## src/rtl/sce_consts.svh

```systemverilog
`ifndef SCE_CONSTS_SVH
`define SCE_CONSTS_SVH
// ---------------------------------------------------------------
// register byte addresses
// ---------------------------------------------------------------
`define SCE_ADR_CTRL     4'h0
`define SCE_ADR_MODE     4'h4
`define SCE_ADR_RXDATA   4'h8
`define SCE_ADR_STATUS   4'hc
// ---------------------------------------------------------------
// serial_control fields
// ---------------------------------------------------------------
`define SCE_CTRL_RESET   8'h00
`define SCE_BIT_TXE_IE   7
`define SCE_BIT_RX_IE    6
`define SCE_BIT_TX_EN    5
`define SCE_BIT_RX_EN    4
`define SCE_BIT_SKIP     3
`define SCE_BIT_TXEND_IE 2
`define SCE_BIT_CKS_HI   1
`define SCE_BIT_CKS_LO   0
// ---------------------------------------------------------------
// mode, status and receive data fields
// ---------------------------------------------------------------
`define SCE_BIT_COM      1
`define SCE_BIT_MPMODE   0
`define SCE_BIT_RXNE     0
`define SCE_BIT_FER      1
`define SCE_BIT_OER      2
`define SCE_BIT_SKIPACT  3
`define SCE_BIT_PIN      4
`define SCE_BIT_RXMPB    8
// ---------------------------------------------------------------
// clock timing
// ---------------------------------------------------------------
`define SCE_OVERSAMPLE   16
`define SCE_HALF_BIT_MAX 3'd7
`endif

```

## src/rtl/sce_pkg.sv

```systemverilog
package sce_pkg;
    typedef enum logic [1:0] {
        SCE_CK_INT     = 2'b00,
        SCE_CK_INT_OUT = 2'b01,
        SCE_CK_EXT     = 2'b10,
        SCE_CK_RSVD    = 2'b11
    } sce_cks_e;

    typedef struct packed {
        logic [7:0]  ctrl;
        logic        com;
        logic        mp;
        logic        ack;
        logic [31:0] dat;
        logic        framing_error_flag;
        logic        overrun_flag;
        logic [2:0]  sync;
        logic        pin;
        logic [2:0]  div;
        logic        sck;
        logic        sck_oe;
        logic        tx_tick;
        logic        rx_tick;
        logic        rx_ready;
        logic [3:0]  irq;
    } sce_state_s;
endpackage : sce_pkg

```

## src/rtl/sce_serial_control.sv

```systemverilog
// Contract
// - transmit-empty request passes only with its enable
// - receive-full and error pass only with rx interrupt enable
// - transmission runs only while transmit enabled
// - reception runs only while receive enabled
// - skip enable acts only async multiprocessor mode
// - skipping drops mp-0 characters, blocks flag setting
// - mp-1 character clears skip enable, resumes reception
// - transmit-end request passes only with its enable
// - async 00 uses baud generator, pin unused
// - async 01 drives bit-rate clock on pin
// - async 10 takes sixteen-times clock from pin
// - synchronous 00 drives internal clock on pin
// - synchronous 10 takes transfer clock from pin
// - mode bit picks async or synchronous
// - multiprocessor mode bit enables address filtering
`timescale 1ns/100ps
`include "sce_consts.svh"

// ---------------------------------------------------------------
// receive buffer
// ---------------------------------------------------------------
module sce_fifo #(
    parameter int WIDTH = 9,
    parameter int DEPTH = 8
) (
    input  wire logic             clk_i,
    input  wire logic             rst_i,
    input  wire logic             in_valid_i,
    output logic                  in_ready_o,
    input  wire logic [WIDTH-1:0] in_data_i,
    output logic                  out_valid_o,
    input  wire logic             out_ready_i,
    output logic [WIDTH-1:0]      out_data_o,
    output logic [$clog2(DEPTH):0] count_o
);
    localparam int AW = $clog2(DEPTH);

    if (DEPTH < 2 || (DEPTH & (DEPTH - 1)) != 0)
    begin : g_bad_depth
        $error("sce_fifo depth must be a power of two, at least 2");
    end

    typedef struct packed {
        logic [DEPTH-1:0][WIDTH-1:0] mem;
        logic [AW-1:0]               wp;
        logic [AW-1:0]               rp;
        logic [AW:0]                 cnt;
    } sce_fifo_s;

    sce_fifo_s s;
    sce_fifo_s next_s;
    logic      push;
    logic      pop;

    always_comb
    begin
        next_s = s;
        push   = in_valid_i && (s.cnt != DEPTH[AW:0]);
        pop    = out_ready_i && (s.cnt != '0);
        if (push)
        begin
            next_s.mem[s.wp] = in_data_i;
            next_s.wp        = s.wp + 1'b1;
        end
        if (pop)
        begin
            next_s.rp = s.rp + 1'b1;
        end
        // wraps cleanly because depth is a power of two
        next_s.cnt = s.cnt + {{AW{1'b0}}, push} - {{AW{1'b0}}, pop};
    end

    always_ff @(posedge clk_i)
    begin
        if (rst_i)
        begin
            s <= '0;
        end
        else
        begin
            s <= next_s;
        end
    end

    assign in_ready_o  = (s.cnt != DEPTH[AW:0]);
    assign out_valid_o = (s.cnt != '0);
    assign out_data_o  = s.mem[s.rp];
    assign count_o     = s.cnt;
endmodule : sce_fifo

// ---------------------------------------------------------------
// control register, request gating and serial clock selection
// ---------------------------------------------------------------
module sce_serial_control #(
    parameter int RX_DEPTH = 8
) (
    input  wire logic        clk_i,
    input  wire logic        rst_i,
    input  wire logic        wb_cyc_i,
    input  wire logic        wb_stb_i,
    input  wire logic        wb_we_i,
    input  wire logic [3:0]  wb_adr_i,
    input  wire logic [3:0]  wb_sel_i,
    input  wire logic [31:0] wb_dat_i,
    output logic [31:0]      wb_dat_o,
    output logic             wb_ack_o,
    input  wire logic        brg_tick_i,
    input  wire logic        sck_in_i,
    output logic             sck_out_o,
    output logic             sck_oe_o,
    output logic             tx_tick_o,
    output logic             rx_tick_o,
    output logic             tx_enable_o,
    output logic             rx_enable_o,
    input  wire logic        rx_valid_i,
    output logic             rx_ready_o,
    input  wire logic [7:0]  rx_data_i,
    input  wire logic        rx_mpb_i,
    input  wire logic        rx_fer_i,
    input  wire logic        rx_oer_i,
    input  wire logic        tx_empty_request_i,
    input  wire logic        tx_end_request_i,
    output logic             tx_empty_request_o,
    output logic             rx_full_request_o,
    output logic             rx_error_request_o,
    output logic             tx_end_request_o
);
    localparam int CW = $clog2(RX_DEPTH);

    if (RX_DEPTH < 2 || RX_DEPTH > 256)
    begin : g_bad_depth
        $error("sce_serial_control receive depth out of range");
    end

    sce_pkg::sce_state_s s;
    sce_pkg::sce_state_s next_s;
    sce_pkg::sce_cks_e   cks;

    logic        req;
    logic        wr;
    logic        skip_act;
    logic        accept;
    logic        push;
    logic        pop;
    logic        ext_rise;
    logic        fifo_valid;
    logic [8:0]  fifo_data;
    logic [CW:0] fifo_cnt;
    logic [CW:0] cnt_after;

    sce_fifo #(
        .WIDTH (9),
        .DEPTH (RX_DEPTH)
    ) u_rx_fifo (
        .clk_i       (clk_i),
        .rst_i       (rst_i),
        .in_valid_i  (push),
        .in_ready_o  (),
        .in_data_i   ({rx_mpb_i, rx_data_i}),
        .out_valid_o (fifo_valid),
        .out_ready_i (pop),
        .out_data_o  (fifo_data),
        .count_o     (fifo_cnt)
    );

    always_comb
    begin
        next_s = s;
        req    = wb_cyc_i && wb_stb_i && !s.ack;
        wr     = req && wb_we_i && wb_sel_i[0];
        cks    = sce_pkg::sce_cks_e'(s.ctrl[`SCE_BIT_CKS_HI:`SCE_BIT_CKS_LO]);

        // ---------------------------------------------------------
        // receive filtering
        // ---------------------------------------------------------
        // skipping only counts in async multiprocessor mode
        skip_act = s.ctrl[`SCE_BIT_SKIP] && s.mp && !s.com;
        accept   = rx_valid_i && s.rx_ready;
        push     = accept && !(skip_act && !rx_mpb_i);
        if (accept && skip_act && rx_mpb_i)
        begin
            next_s.ctrl[`SCE_BIT_SKIP] = 1'b0;
        end
        pop = req && !wb_we_i && (wb_adr_i == `SCE_ADR_RXDATA)
            && fifo_valid;
        cnt_after = fifo_cnt + {{CW{1'b0}}, push}
                  - {{CW{1'b0}}, pop};
        // registered ready leaves no room for a combinational race
        next_s.rx_ready = s.ctrl[`SCE_BIT_RX_EN]
            && (cnt_after != RX_DEPTH[CW:0]);

        // error flags: a new error wins over a same-cycle clear
        if (wr && wb_adr_i == `SCE_ADR_STATUS)
        begin
            next_s.framing_error_flag = s.framing_error_flag && !wb_dat_i[`SCE_BIT_FER];
            next_s.overrun_flag = s.overrun_flag && !wb_dat_i[`SCE_BIT_OER];
        end
        if (s.ctrl[`SCE_BIT_RX_EN] && !skip_act)
        begin
            next_s.framing_error_flag = next_s.framing_error_flag || rx_fer_i;
            next_s.overrun_flag = next_s.overrun_flag || rx_oer_i;
        end

        // ---------------------------------------------------------
        // bus slave
        // ---------------------------------------------------------
        next_s.ack = req;
        if (wr && wb_adr_i == `SCE_ADR_CTRL)
        begin
            // a software write overrides the same-cycle auto clear
            next_s.ctrl = wb_dat_i[7:0];
        end
        if (wr && wb_adr_i == `SCE_ADR_MODE)
        begin
            next_s.com = wb_dat_i[`SCE_BIT_COM];
            next_s.mp  = wb_dat_i[`SCE_BIT_MPMODE];
        end
        if (req)
        begin
            next_s.dat = 32'h0000_0000;
            case (wb_adr_i)
                `SCE_ADR_CTRL:
                begin
                    next_s.dat[7:0] = s.ctrl;
                end
                `SCE_ADR_MODE:
                begin
                    next_s.dat[`SCE_BIT_COM]    = s.com;
                    next_s.dat[`SCE_BIT_MPMODE] = s.mp;
                end
                `SCE_ADR_RXDATA:
                begin
                    next_s.dat[8:0] = fifo_valid ? fifo_data : 9'h000;
                end
                `SCE_ADR_STATUS:
                begin
                    next_s.dat[`SCE_BIT_RXNE]    = fifo_valid;
                    next_s.dat[`SCE_BIT_FER]     = s.framing_error_flag;
                    next_s.dat[`SCE_BIT_OER]     = s.overrun_flag;
                    next_s.dat[`SCE_BIT_SKIPACT] = skip_act;
                    next_s.dat[`SCE_BIT_PIN]     = s.pin;
                end
                default:
                begin
                    next_s.dat = 32'h0000_0000;
                end
            endcase
        end

        // ---------------------------------------------------------
        // serial clock pin and bit clock
        // ---------------------------------------------------------
        // the first stage feeds only the second
        next_s.sync = {s.sync[1:0], sck_in_i};
        if (s.sync[2] == s.sync[1])
        begin
            next_s.pin = s.sync[1];
        end
        ext_rise = (s.sync[2] == s.sync[1]) && s.sync[1] && !s.pin;

        next_s.sck_oe  = 1'b0;
        next_s.tx_tick = 1'b0;
        next_s.rx_tick = 1'b0;
        if (!s.com)
        begin
            case (cks)
                sce_pkg::SCE_CK_INT:
                begin
                    next_s.rx_tick = brg_tick_i;
                end
                sce_pkg::SCE_CK_INT_OUT:
                begin
                    next_s.rx_tick = brg_tick_i;
                    next_s.sck_oe  = 1'b1;
                    if (brg_tick_i)
                    begin
                        next_s.div = s.div + 3'd1;
                        // eight oversample ticks per half bit
                        if (s.div == `SCE_HALF_BIT_MAX)
                        begin
                            next_s.sck = !s.sck;
                        end
                    end
                end
                sce_pkg::SCE_CK_EXT:
                begin
                    next_s.rx_tick = ext_rise;
                end
                default:
                begin
                    // reserved select gives no clock
                    next_s.rx_tick = 1'b0;
                end
            endcase
            next_s.tx_tick = next_s.rx_tick;
        end
        else
        begin
            case (cks)
                sce_pkg::SCE_CK_INT:
                begin
                    next_s.sck_oe = 1'b1;
                    if (brg_tick_i)
                    begin
                        next_s.sck     = !s.sck;
                        next_s.rx_tick = !s.sck;
                    end
                end
                sce_pkg::SCE_CK_EXT:
                begin
                    next_s.rx_tick = ext_rise;
                end
                default:
                begin
                    next_s.rx_tick = 1'b0;
                end
            endcase
            next_s.tx_tick = next_s.rx_tick;
        end
        if (!next_s.sck_oe)
        begin
            next_s.sck = 1'b0;
            next_s.div = 3'd0;
        end
        next_s.tx_tick = next_s.tx_tick
            && next_s.ctrl[`SCE_BIT_TX_EN];
        next_s.rx_tick = next_s.rx_tick
            && next_s.ctrl[`SCE_BIT_RX_EN];

        // ---------------------------------------------------------
        // request gating
        // ---------------------------------------------------------
        next_s.irq[3] = next_s.ctrl[`SCE_BIT_TXE_IE]
            && tx_empty_request_i;
        next_s.irq[2] = next_s.ctrl[`SCE_BIT_RX_IE]
            && (fifo_valid || push);
        next_s.irq[1] = next_s.ctrl[`SCE_BIT_RX_IE]
            && (next_s.framing_error_flag || next_s.overrun_flag);
        next_s.irq[0] = next_s.ctrl[`SCE_BIT_TXEND_IE]
            && tx_end_request_i;
    end

    always_ff @(posedge clk_i)
    begin
        if (rst_i)
        begin
            s <= '0;
        end
        else
        begin
            s <= next_s;
        end
    end

    assign wb_dat_o           = s.dat;
    assign wb_ack_o           = s.ack;
    assign sck_out_o          = s.sck;
    assign sck_oe_o           = s.sck_oe;
    assign tx_tick_o          = s.tx_tick;
    assign rx_tick_o          = s.rx_tick;
    assign tx_enable_o        = s.ctrl[`SCE_BIT_TX_EN];
    assign rx_enable_o        = s.ctrl[`SCE_BIT_RX_EN];
    assign rx_ready_o         = s.rx_ready;
    assign tx_empty_request_o = s.irq[3];
    assign rx_full_request_o  = s.irq[2];
    assign rx_error_request_o = s.irq[1];
    assign tx_end_request_o   = s.irq[0];
endmodule : sce_serial_control

```

## config.mk

```make
export PLATFORM = sky130hd
export DESIGN_NAME = sce_serial_control
export DESIGN_NICKNAME = d
export VERILOG_FILES = /design/src/rtl/sce_pkg.sv /design/src/rtl/sce_serial_control.sv
export VERILOG_INCLUDE_DIRS = /design/src /design/src/rtl
export SDC_FILE = /design/constraint.sdc
export NUM_CORES = 1
export LEC_CHECK = 0
export BUFFER_PORTS_ARGS = -buffer_cell sky130_fd_sc_hd__buf_4
export CAP_MARGIN = 0
export CORE_MARGIN = 10
export CORE_UTILIZATION = 40
export CTS_CLUSTER_DIAMETER = 150
export DETAILED_ROUTE_END_ITERATION = 16
export GPL_TIMING_DRIVEN = 0
export PLACE_DENSITY_LB_ADDON = 0.12
export SLEW_MARGIN = 40
export SYNTH_ARGS = -nofsm -noshare
export SYNTH_HDL_FRONTEND = slang
export SYNTH_SLANG_ARGS = --single-unit
```

## constraint.sdc

```tcl
create_clock -name clk_i -period 3.8 [get_ports clk_i]
set_clock_uncertainty 0.2 [all_clocks]
set_input_delay 0.19 -clock clk_i [delete_from_list [all_inputs] [get_ports clk_i]]
set_output_delay 0.19 -clock clk_i [all_outputs]
set_load 0.05 [all_outputs]
```

Word level (Yosys, flattened, before mapping)
Cells that the tools add are included.
Widths: inputs -> output; s select.
- add/sub/neg operators: 7
- $lt $le $gt $ge: 3
- equality and inequality tests: 10
- mux-type cells: 23
- bitwise operators: 2
- reductions and logical operators: 56
- operator list (kind ; count):
    $bwmux 72 ; 1
    $logic_and 1x1->1 ; 32
    $bmux 9 s3 ; 1
    $demux 9 s3 ; 1
    $mux 9 ; 3
    $logic_not 1->1 ; 10
    $add 3x1->3 const B ; 3
    $pmux 3 s3 ; 1
    $add 4x1->4 ; 2
    $eq 4x4->1 const B ; 2
    $lt 3x4->1 const B ; 2
    $mux 2 ; 4
    $mux 8 ; 1
    $ne 4x4->1 const B ; 2
    $pmux 2 s4 ; 1
    $sub 4x1->4 ; 2
    $mux 1 ; 6
    $pmux 3 s2 ; 1
    $reduce_bool 2->1 ; 3
    $eq 4x3->1 const B ; 1
    $logic_not 4->1 ; 1
    $logic_or 1x1->1 ; 4
    $mux 4 ; 1
    $pmux 1 s2 ; 2
    other kinds (12) ; 14
- register bits: 120
- input bits: 61
- output and inout port bits: 44
- word-level logic and storage cells: 130

Longest topological paths before layout
Gate-level depths: netlist of the first run.
- word-level depth: 10
- gate-level depth with buffers: 14
- mapped depth without buffers: 13

Cells and area by module
Synthesis of the first run repeated with hierarchy kept, for this count alone.
- cell total of the unflattened synthesis: 582
- area, all modules: 6074.6 sq um
- by module, submodules not included (module ; instances ; cells an instance ; area an instance (sq um) ; sequential area each (sq um)):
    sce_fifo ; 1 ; 363 ; 4045.1 ; 1641.6
    sce_serial_control ; 1 ; 219 ; 2029.4 ; 760.7

Least setup slack after synthesis of the first run
OpenSTA, ideal clock, no wires.
- path type: reg2reg
- from: register s, in the netlist wb_ack_o
- to: register s, in the netlist rx_ready_o
- library setup time: 131 ps
- arrival time: 2629 ps
- required time: 3469 ps
- path slack: 840 ps
- cell stages (with the launch flop): 12
- clock period less this slack: 2960 ps
- cell sequence: dfxtp_1 > nand3b_1 > clkbuf_1 > nor3_1 > ha_1 > inv_1 > ha_1 > inv_1 > fa_1 > xnor2_1 > nor4b_1 > nor3b_1
- longest elaborated chain between the ends: 8
- RTL lines (what ; RTL line ; source):
    start: declaration ; sce_serial_control.sv:136 ; sce_pkg::sce_state_s s;
    start signal: assignment ; sce_serial_control.sv:352 ; s <= next_s;
    $logic_not 1->1 ; sce_serial_control.sv:170 ; req = wb_cyc_i && wb_stb_i && !s.ack;
    $logic_and 1x1->1 ; sce_serial_control.sv:170 ;
    $logic_and 1x1->1 (3 in series) ; sce_serial_control.sv:185 ; pop = req && !wb_we_i && (wb_adr_i == `SCE_ADR_RXDATA)
    $sub 4x1->4 ; sce_serial_control.sv:188 ; - {{CW{1'b0}}, pop};
    $ne 4x4->1 ; sce_serial_control.sv:191 ; && (cnt_after != RX_DEPTH[CW:0]);
    $logic_and 1x1->1 ; sce_serial_control.sv:190 ; next_s.rx_ready = s.ctrl[`SCE_BIT_RX_EN]
Every way passes these cells.
A chain may end at the register's enable or synchronous reset.

Worst setup path after layout of the first run
- from: register u_rx_fifo.s, in the netlist u_rx_fifo.count_o[2]
- to: register s, in the netlist rx_ready_o
- longest elaborated chain between the ends: 5
- elaborated cells between the ends (all ways): 6
- RTL lines (what ; RTL line ; source):
    start: declaration ; sce_serial_control.sv:51 ; sce_fifo_s s;
    start signal: assignment ; sce_serial_control.sv:82 ; s <= next_s;
    parallel branches: the longest is 2 deep, another holds $add 4x1->4 ; n/a ;
    $sub 4x1->4 (*) ; sce_serial_control.sv:188 ;
    $ne 4x4->1 (*) ; sce_serial_control.sv:191 ;
    $logic_and 1x1->1 (*) ; sce_serial_control.sv:190 ;
Every way passes the cells marked *.

==> results.md, run 1 <==
* Outcome: finished, final reports clean
* Clock tree sinks at 120
* CTS tree: yes
* Port Buffer Count at 44
* Crit path arrival time at ~3200 ps
* RSZ-0062 raised after global routing: no
* Number of DRC markers in iteration 0 at 229
* Core Area at 13,880 µm²
* Antenna-violating nets left at 0
* Clk pwr share at around 51%
* Number of cells on the worst reg-to-reg path at 14
* Vias in the first global route at about 4,400
* CTS Hold Bufs at 28
* Lkg Pwr at around 0.003 µW
* CP Class: reg2reg
* Cell area power density at 422.2 nW/µm²
* Final Max Slew Viols at 0
* Sw Ratio at a little under a quarter
* Most common cell after layout, fill and taps aside: dfxtp_1
* Final hold viol count at 0
* Max Cap Violations at 0
* Final min period at roughly 3200 ps
* Avg WL per Cell at approximately 17 µm
* Hold Path Class: in2reg
* Site row count at 43
* Netlist area before placement at approximately 5700 µm²
* NumNets Final at between 700 and 800
* Req. time, crit path at 3880 ps
* I/O pins at ~110
* Number of cells upsized or downsized after cts at 0
* RePlAce Congestion at 0.8252
* RR Startpoint: u_rx_fifo.count_o[2]
* Place WS at between 600 and 700 ps
* Syn avg cell area at between 10 and 15 µm²
* Fraction of power consumed by combinational cells at under 10%
* Hold path startpoint: rx_data_i[6]
* Synth unique cells at between 50 and 60
* Initial antenna violation count at 0
* GR Overflow Total at 0
* WHS Endpoint: u_rx_fifo.s[70]
* Critical path fanouts, max at 10
* H-tree levels at 4
* Peak VDD IR at between 0.0002 and 0.0003 V
* GRT Total Usage at about 15%
* Post-synthesis sequential area ratio at 42.24%
* Layout cells sized above 1 at a little over a fifth
* Relative slew slack at slightly below 50%
* Post-DP HPWL at ~10,000 µm
* Max Clk Rate at around 0.32 GHz
* Largest net degree at the start of global routing at 17
* Commonest non-fill, non-tap cells in the layout: dfxtp_1 (120), nor2_1 (105), mux2i_1 (97)
* 1st-pass router iterations at 4
* Chip width at ~140 µm
* EDFF count, synth at 0
* Worst-margin pin slew at 770.6 ps
* Psw at between 600 and 700 µW
* Post-route worst setup slack at ~640 ps
* Reg-to-reg endpoint: rx_ready_o
* Clock tree root driver cell: clkbuf_16
* Reg2Reg Setup Slack at ~640 ps
* Die Height at approximately 140 µm
* Final Setup Violations at 0
* Synth Register Bits at 120
* Warnings, synthesis at 0
* Setup crit end kind: flip-flop
* Final period utilization at about 83%
* Hold path cells at 3
* # DRC at 0
* Finished Layout Cells at around 860
* Die area at roughly 19,000 µm²
* Internal power at around 2300 µW
* Clk pin slew, worst setup/hold paths at 50 ps
* # fillers at 1,264
* Area Overhead vs Synth at 26.05%
* Via count at 4,239
* Diodes inserted at 0
* Post-synthesis cell count at approximately 560
* Drt total wl at around 15,000 µm
* Initial Util at around two fifths
* Post-CTS Setup Repair Bufs at 0
* Setup tns final at 0 ps
* Flop pwr share at between 40% and 50%
* Async set or reset register ratio after synthesis at 0%
* Placed Instances at between 800 and 900
* First-pass GRT wire length at 23,650 µm
* Ys flop type: dfxtp_1
* CTS max path bufs at 2
* Routed vias/inst at roughly 4.9
* Crit path launch type: flip-flop
* TritonCTS Buffers at 17
* Clock latency on the worst-skew pair at approximately 410 ps
-- Yosys cell counts, types with 4 or more instances --
cell type    n  area, µm²
clkbuf_1    21      78.83
nor2_1     105      394.1
mux4_2      16      360.4
nand3_1      6      30.03
nand2_1     13      48.80
nand3b_1     4      30.03
o21ai_0      4      20.02
nor2b_1      8      50.05
dfxtp_1    120       2402
buf_2        5      25.02
inv_1       14      52.55
buf_6        5      56.30
o21a_1       4      30.03
buf_4       38      285.3
a21oi_1     12      60.06
o21ai_1      7      35.03
mux2i_1     97      970.9
nor3_1       8      40.04
ha_1        14      175.2
xnor2_1      8      70.07
-- flip-flops by register name (all words and copies together) (netlist names), 2 cells and up --
signal and count:
u_rx_fifo.s 78, wb_dat_o 9, u_rx_fifo.count_o 4, s 13, next_s 2, cks 2
-- routing by layer --
| metal | vias up | track usage [%] | share of wire [%] | wire [µm] |
|---|---|---|---|---|
| met3 | 23 | 3.743 | 4.5 | 659 |
| li1 | 2094 | - | - | - |
| met5 | - | 0 | 0 | 0 |
| met2 | 116 | 24.56 | 46 | 6788 |
| met1 | 2006 | 19.10 | 47 | 6943 |
| met4 | 0 | 6.590 | 2.5 | 363 |
-- critical path, stage by stage, from the launching register on --
cell,delay (ps)
dfxtp_1,290
inv_1,90
ha_1,150
or3b_1,410
nand4b_1,130
buf_2,250
nor3_1,100
ha_1,290
inv_1,50
ha_1,160
inv_1,60
fa_1,380
xnor2_1,130
nor4b_1,260
nor3b_1,80
-- how the worst max path moves through the flow --
stage / startpoint / end / cells past startpoint / slack (ps)
6_report: u_rx_fifo.count_o[2] / rx_ready_o / 14 / 640
5_1_grt: u_rx_fifo.count_o[2] / rx_ready_o / 14 / 360
4_1_cts: u_rx_fifo.count_o[2] / rx_ready_o / 14 / 590
3_5_place_dp: u_rx_fifo.count_o[2] / rx_ready_o / 14 / 610
3_3_place_gp: u_rx_fifo.count_o[2] / rx_ready_o / 14 / 610
2_1_floorplan: wb_ack_o / rx_ready_o / 11 / 840
-- power groups by stage --
stage          Clock, µW  Combinational [µW]  Sequential, µW
2_1_floorplan          0                 136            1300
3_5_place_dp           0                 195            1300
4_1_cts             1570                 216            1270
5_1_grt             1620                 231            1270
3_3_place_gp           0                 193            1300
6_report            1540                 217            1270
-- metrics by stage --
step	util [%]	total power [µW]	area [µm²]	hold slack [ps]
after floorplan	-	1433	5769	111.7
after global placement	45.57	1489	6325	196.0
after detailed placement	45.57	1490	6325	196.1
after CTS	51.64	3051	7168	3.105
after global routing	51.64	3120	7168	54.29
final	51.64	3026	7168	24.27
-- cell type report --
type | count | area (µm²) | share of cell area, %
multi-input combinational | 377 | 2865 | 39.97
sequential | 120 | 2402 | 33.51
timing repair buffer | 72 | 610.6 | 8.518
clock buffer | 22 | 464.2 | 6.476
buffer | 70 | 449.2 | 6.266
tap | 180 | 225.2 | 3.142
clock inverter | 8 | 98.84 | 1.379
inverter | 14 | 52.55 | 0.7331
-- logic make-up (layout without fill, tap and decap cells) --
group / after synthesis / count (layout) / share of synthesized area [%]
adder cells (fa/ha/maj): 16 / 16 / 3.784
buffers and inverters: 84 / 186 / 8.823
flip-flops: 120 / 120 / 42.24
AND/OR/NAND/NOR: 174 / 174 / 15.47
other: 1 / 23 / 0.06594
AO/OA/AOI/OAI: 38 / 38 / 4.115
multiplexers: 115 / 115 / 23.81
XOR/XNOR: 11 / 11 / 1.694
(Power assumes the default switching activity.)
==> run 2: changes to the inputs <==
==> constraint.sdc (replaced) <==
create_clock -name clk_i -period 2.8 [get_ports clk_i]
set_clock_uncertainty 0.2 [all_clocks]
set_input_delay 0.14 -clock clk_i [delete_from_list [all_inputs] [get_ports clk_i]]
set_output_delay 0.14 -clock clk_i [all_outputs]
set_load 0.05 [all_outputs]
==> run 2 against run 1 <==
Compared with the run above: the flow now finishes with violations (negative setup slack); total power rose by 35%; via count increased by 1.6%; clock power increased by 34%; design area grew 2.9%.
==> results.md, run 2 (synthesis results as in run 1) <==
* Diodes inserted at 0
* Met2 usage at approximately a quarter
* Max reg flops at 78
* Die Height at around 140 µm
* Met1 GRT Util at between 15 and 20%
* Final core occ at about 53%
* Relative slew slack at between 40% and 50%
* CTS max path bufs at 2
* Largest net degree at the start of global routing at 17
* # DRC at 0
* Most common cell after layout, fill and taps aside: dfxtp_1
* TritonCTS Buffers at 17
* Post-route worst setup slack at -140.6 ps
* Clock latency on the worst-skew pair at 420 ps
* Core Area at 13,880 µm²
* Slowest cell on the critical path: fa_2
* GRT Total Usage at approximately 16%
* Via count at around 4,300
* Outcome: finished, violations left
* Clk pin slew, worst setup/hold paths at approximately 50 ps
* Die area at between 15,000 and 20,000 µm²
* Chip width at roughly 140 µm
* Finished Layout Cells at 876
* Initial antenna violation count at 0
* Initial Util at 40.97%
* CP Cell Sequence: inv_2, ha_4, or3b_4, nand4b_1, buf_6, nor3_4, ha_4, inv_4, ha_4, inv_2, fa_2, xnor2_2, nor4b_2, nor3b_1
* Crit path arrival time at just over 3000 ps
* Setup crit end kind: flip-flop
* Max Clk Rate at approximately 0.34 GHz
* Biggest register: u_rx_fifo.s
* Number of DRC markers in iteration 0 at about 230
* Final Setup Violations at 4
* 1st-pass router iterations at 4
* I/O pins at between 100 and 150
* CP dominant cell by count: ha_4
* Layer with the highest usage: met2
* Area Overhead vs Synth at 29.70%
* Total Power at ~4100 µW
* Req. time, crit path at approximately 2900 ps
* Failing checks: negative setup slack
* CTS tree: yes
* H-tree levels at 4
* Critical path fanouts, max at 3
* Hold Path Class: in2reg
* Clock tree root driver cell: clkbuf_16
* Post-DP HPWL at about 11,000 µm
* GR Overflow Total at 0
* RePlAce Congestion at 0.8247
* Final Max Slew Viols at 0
* Worst-margin pin slew at about 850 ps
* Cell area power density at about 550 nW/µm²
* RSZ-0062 raised after global routing: yes
* Peak VDD IR at around 0.00041 V
* Crit path launch type: flip-flop
* Antenna-violating nets left at 0
* Clock tree sinks at 120
* Place WS at -386.7 ps
* Commonest non-fill, non-tap cells in the layout: dfxtp_1 (116), nor2_1 (105), mux2i_1 (97)
* CP Class: reg2reg
* Lkg Pwr at 0.003161 µW
* Site row count at 43
* Avg WL per Cell at between 15 and 20 µm
* Crit path max-delay family: simple AND/OR/NAND/NOR gates
* NumNets Final at 763
* Max incr delay on CP at ~360 ps
* First-pass GRT wire length at 23,780 µm
* Global-route met3 utilization at 4.287%
* Port Buffer Count at 44
* Buf/Inv on CP at 4
* Routed vias/inst at 4.916
* Layout cells sized above 1 at between 20% and 30%
* Drt total wl at 15,060 µm
* Max Cap Violations at 0
* Final hold viol count at 0
* Vias in the first global route at roughly 4,300
* Final period utilization at 105.0%
* Final min period at 2941 ps
* Placed Instances at between 800 and 900
run 2: metrics by stage:
step,hold slack [ps],TNS [ps],area (µm²)
after floorplan,61.71,0,5773
after global placement,145.6,-494.3,6329
after detailed placement,148.6,-710.9,6329
after CTS,43.16,-365.2,7266
after global routing,107.2,-652.9,7376
final,60.12,-349.9,7376
run 2: path summary, 6_finish.rpt:
path / start / to / slack [ps] / cells after the start
worst max-delay path: u_rx_fifo.count_o[2] / rx_ready_o / -140 / 14
worst min-delay path: wb_adr_i[2] / s[51] / 60 / 5
worst max register to register: u_rx_fifo.count_o[2] / rx_ready_o / -140 / 14
worst min register to register: next_s[14] / next_s[15] / 240 / 1
run 2: timing repair:
item                                    CTS  global route
pin swaps                                 1             8
endpoints found under the hold margin    91             0
gates resized for setup                  10            17
endpoints found under the setup margin    4             4
setup buffers                             4             6
hold buffers                             32             0
run 2: routing by layer:
layer	up-vias	wire length [µm]	share of wire (%)
met1	2057	6897	46
met5	-	0	0
li1	2129	-	-
met4	0	257	1.7
met2	99	7194	48
met3	21	711	4.7
run 2: final cells by class:
type	count	area (µm²)
fillers	1259	6505
well taps	180	225.2
flip-flops and latches	120	2407
multi-input cells	377	2950
repair buffers	86	725.7
clock inverters	7	71.32
clock buffers	22	484.2
inverters	14	55.05
plain buffers	70	456.7
run 2: report_power, final:
part | switching, µW | internal, µW | total [µW]
combinational | 192 | 107 | 299
clock | 764 | 1290 | 2060
sequential | 4.58 | 1720 | 1720
total | 961 | 3120 | 4080
run 2: worst register-to-register path, cell delays in order, from the launching register on:
cell and delay [ps]:
dfxtp_2 320, inv_2 50, ha_4 150, or3b_4 240
nand4b_1 140, buf_6 170, nor3_4 240, ha_4 240
inv_4 50, ha_4 120, inv_2 40, fa_2 360
xnor2_2 150, nor4b_2 250, nor3b_1 80
==> run 3: changes to the inputs <==
--- a/config.mk
+++ b/config.mk
@@ -6,7 +6,7 @@
 export SDC_FILE = /design/constraint.sdc
 export NUM_CORES = 1
 export LEC_CHECK = 0
-export BUFFER_PORTS_ARGS = -buffer_cell sky130_fd_sc_hd__buf_4
+export BUFFER_PORTS_ARGS = -buffer_cell sky130_fd_sc_hd__buf_2
 export CAP_MARGIN = 0
 export CORE_MARGIN = 10
 export CORE_UTILIZATION = 40
==> run 3 against run 2 <==
Compared with the run above: the run still ends with negative setup slack left; clock-buffer cell count up 2; routed wire length grew 0.50%; combinational power shrank 5%; fmax grew 0.85%; critical path type unchanged; largest power group unchanged.
==> results.md, run 3 (synthesis results as in run 1) <==
* Req. time, crit path at between 2000 and 3000 ps
* GRT Total Usage at between 10% and 20%
* Final Setup Violations at 1
* Max Clk Rate at 0.3430 GHz
* Final hold slack at between 9 and 10 ps
* 1st-pass router iterations at 5
* Most common cell after layout, fill and taps aside: dfxtp_1
* Worst-margin pin slew at 767.4 ps
* Max Cap Violations at 0
* Chip width at 139.2 µm
* Port Buffer Count at 44
* Clock tree root driver cell: clkbuf_16
* Lkg Pwr at between 0.003 and 0.004 µW
* Initial antenna violation count at 0
* Die Height at around 140 µm
* Layout cells sized above 1 at about a quarter
* Total Power at 4186 µW
* Core Area at 13,880 µm²
* Post-route worst setup slack at -115.6 ps
* Initial Util at between 40% and 50%
* Outcome: finished, violations left
* RSZ-0062 raised after global routing: yes
* Site row count at 43
* CTS tree: yes
* Largest net degree at the start of global routing at 17
* Clk pin slew, worst setup/hold paths at ~50 ps
* Antenna-violating nets left at 0
* Area Overhead vs Synth at 27.57%
* NumNets Final at 757
* Final min period at slightly below 3000 ps
* Final hold viol count at 0
* Clock latency on the worst-skew pair at between 400 and 500 ps
* Avg WL per Cell at 17.34 µm
* Relative slew slack at 48.84%
* Drt total wl at ~15,000 µm
* Max reg flops at slightly below 80
* Via count at around 4,300
* Final Max Slew Viols at 0
* Place WS at -321.9 ps
* Commonest non-fill, non-tap cells in the layout: dfxtp_1 (117), nor2_1 (105), mux2i_1 (97)
* Die area at 19,390 µm²
* Final period utilization at 104.1%
* Crit path arrival time at around 3000 ps
* Post-DP HPWL at between 10,000 and 15,000 µm
* RePlAce Congestion at 0.8351
* Placed Instances at around 810
* # DRC at 0
* Failing checks: negative setup slack
* Cell area power density at 577.1 nW/µm²
* Routed vias/inst at between 4 and 5
* Peak VDD IR at 0.0003881 V
* Finished Layout Cells at 873
* Setup crit end kind: flip-flop
* GR Overflow Total at 0
* # fillers at between 1,000 and 1,500
* CP Class: reg2reg
* Biggest register: u_rx_fifo.s
* Number of DRC markers in iteration 0 at ~170
* Clock tree sinks at 120
* CTS max path bufs at 2
* Diodes inserted at 0
* Critical path fanouts, max at 4
* H-tree levels at 4
* I/O pins at 105
* Crit path launch type: flip-flop
* Setup tns final at -115.6 ps
* TritonCTS Buffers at 17
* First-pass GRT wire length at 23,920 µm
* Hold Path Class: in2reg
* Vias in the first global route at approximately 4,400
-- run 3: through the flow --
stage	utilization (%)	instance area, µm²
after global routing	52.26	7254
after global placement	44.80	6218
after CTS	51.69	7176
final	52.26	7254
after detailed placement	44.80	6218
after floorplan	-	5773
-- run 3: worst max-delay path, stage by stage, from the launching register on --
cell and delay (ps):
dfxtp_2 330, inv_2 30, ha_2 160, or3b_4 250, nand4b_1 140, buf_6 170
nor3_4 220, ha_4 240, inv_4 50, ha_4 130, inv_2 40, fa_2 370
xnor2_2 160, nor4b_4 230, nor3b_2 70
-- run 3: per-layer routing --
layer	global-route usage, %	vias up	part of all wire [%]
li1	-	2116	-
met1	18.93	2043	45
met2	25.11	118	47
met3	5.342	13	6.1
met4	4.833	0	1.3
met5	0	-	0
-- run 3: power by group --
| part | leakage (µW) | switching [µW] | internal (µW) |
|---|---|---|---|
| Sequential | 0.000969 | 5.11 | 1720 |
| Clock | 0.000296 | 761 | 1420 |
| Combinational | 0.00189 | 191 | 92.8 |
-- run 3: worst paths after layout --
| path | cells past startpoint | from | end | slack, ps |
|---|---|---|---|---|
| setup / recovery | 14 | u_rx_fifo.count_o[3] | rx_ready_o | -120 |
| hold / removal | 3 | rx_data_i[0] | u_rx_fifo.s[28] | 9 |
| setup reg to reg | 14 | u_rx_fifo.count_o[3] | rx_ready_o | -120 |
| hold reg to reg | 1 | next_s[14] | next_s[15] | 230 |
-- run 3: area by class of cell --
cell class	count	area, µm²	area share [%]
clock buffers	24	501.7	6.916
plain buffers	70	456.7	6.295
inverters	14	55.05	0.7589
clock inverters	8	92.59	1.276
well taps	180	225.2	3.105
multi-input cells	377	2949	40.65
repair buffers	80	568.0	7.830
flip-flops and latches	120	2406	33.17
-- run 3: what timing repair did --
item,4_1_cts,5_1_grt
setup buffers,3,2
setup endpoints to repair,4,4
hold buffers,31,0
gates resized for setup,9,16
pin swaps,1,7
hold endpoints to repair,86,0
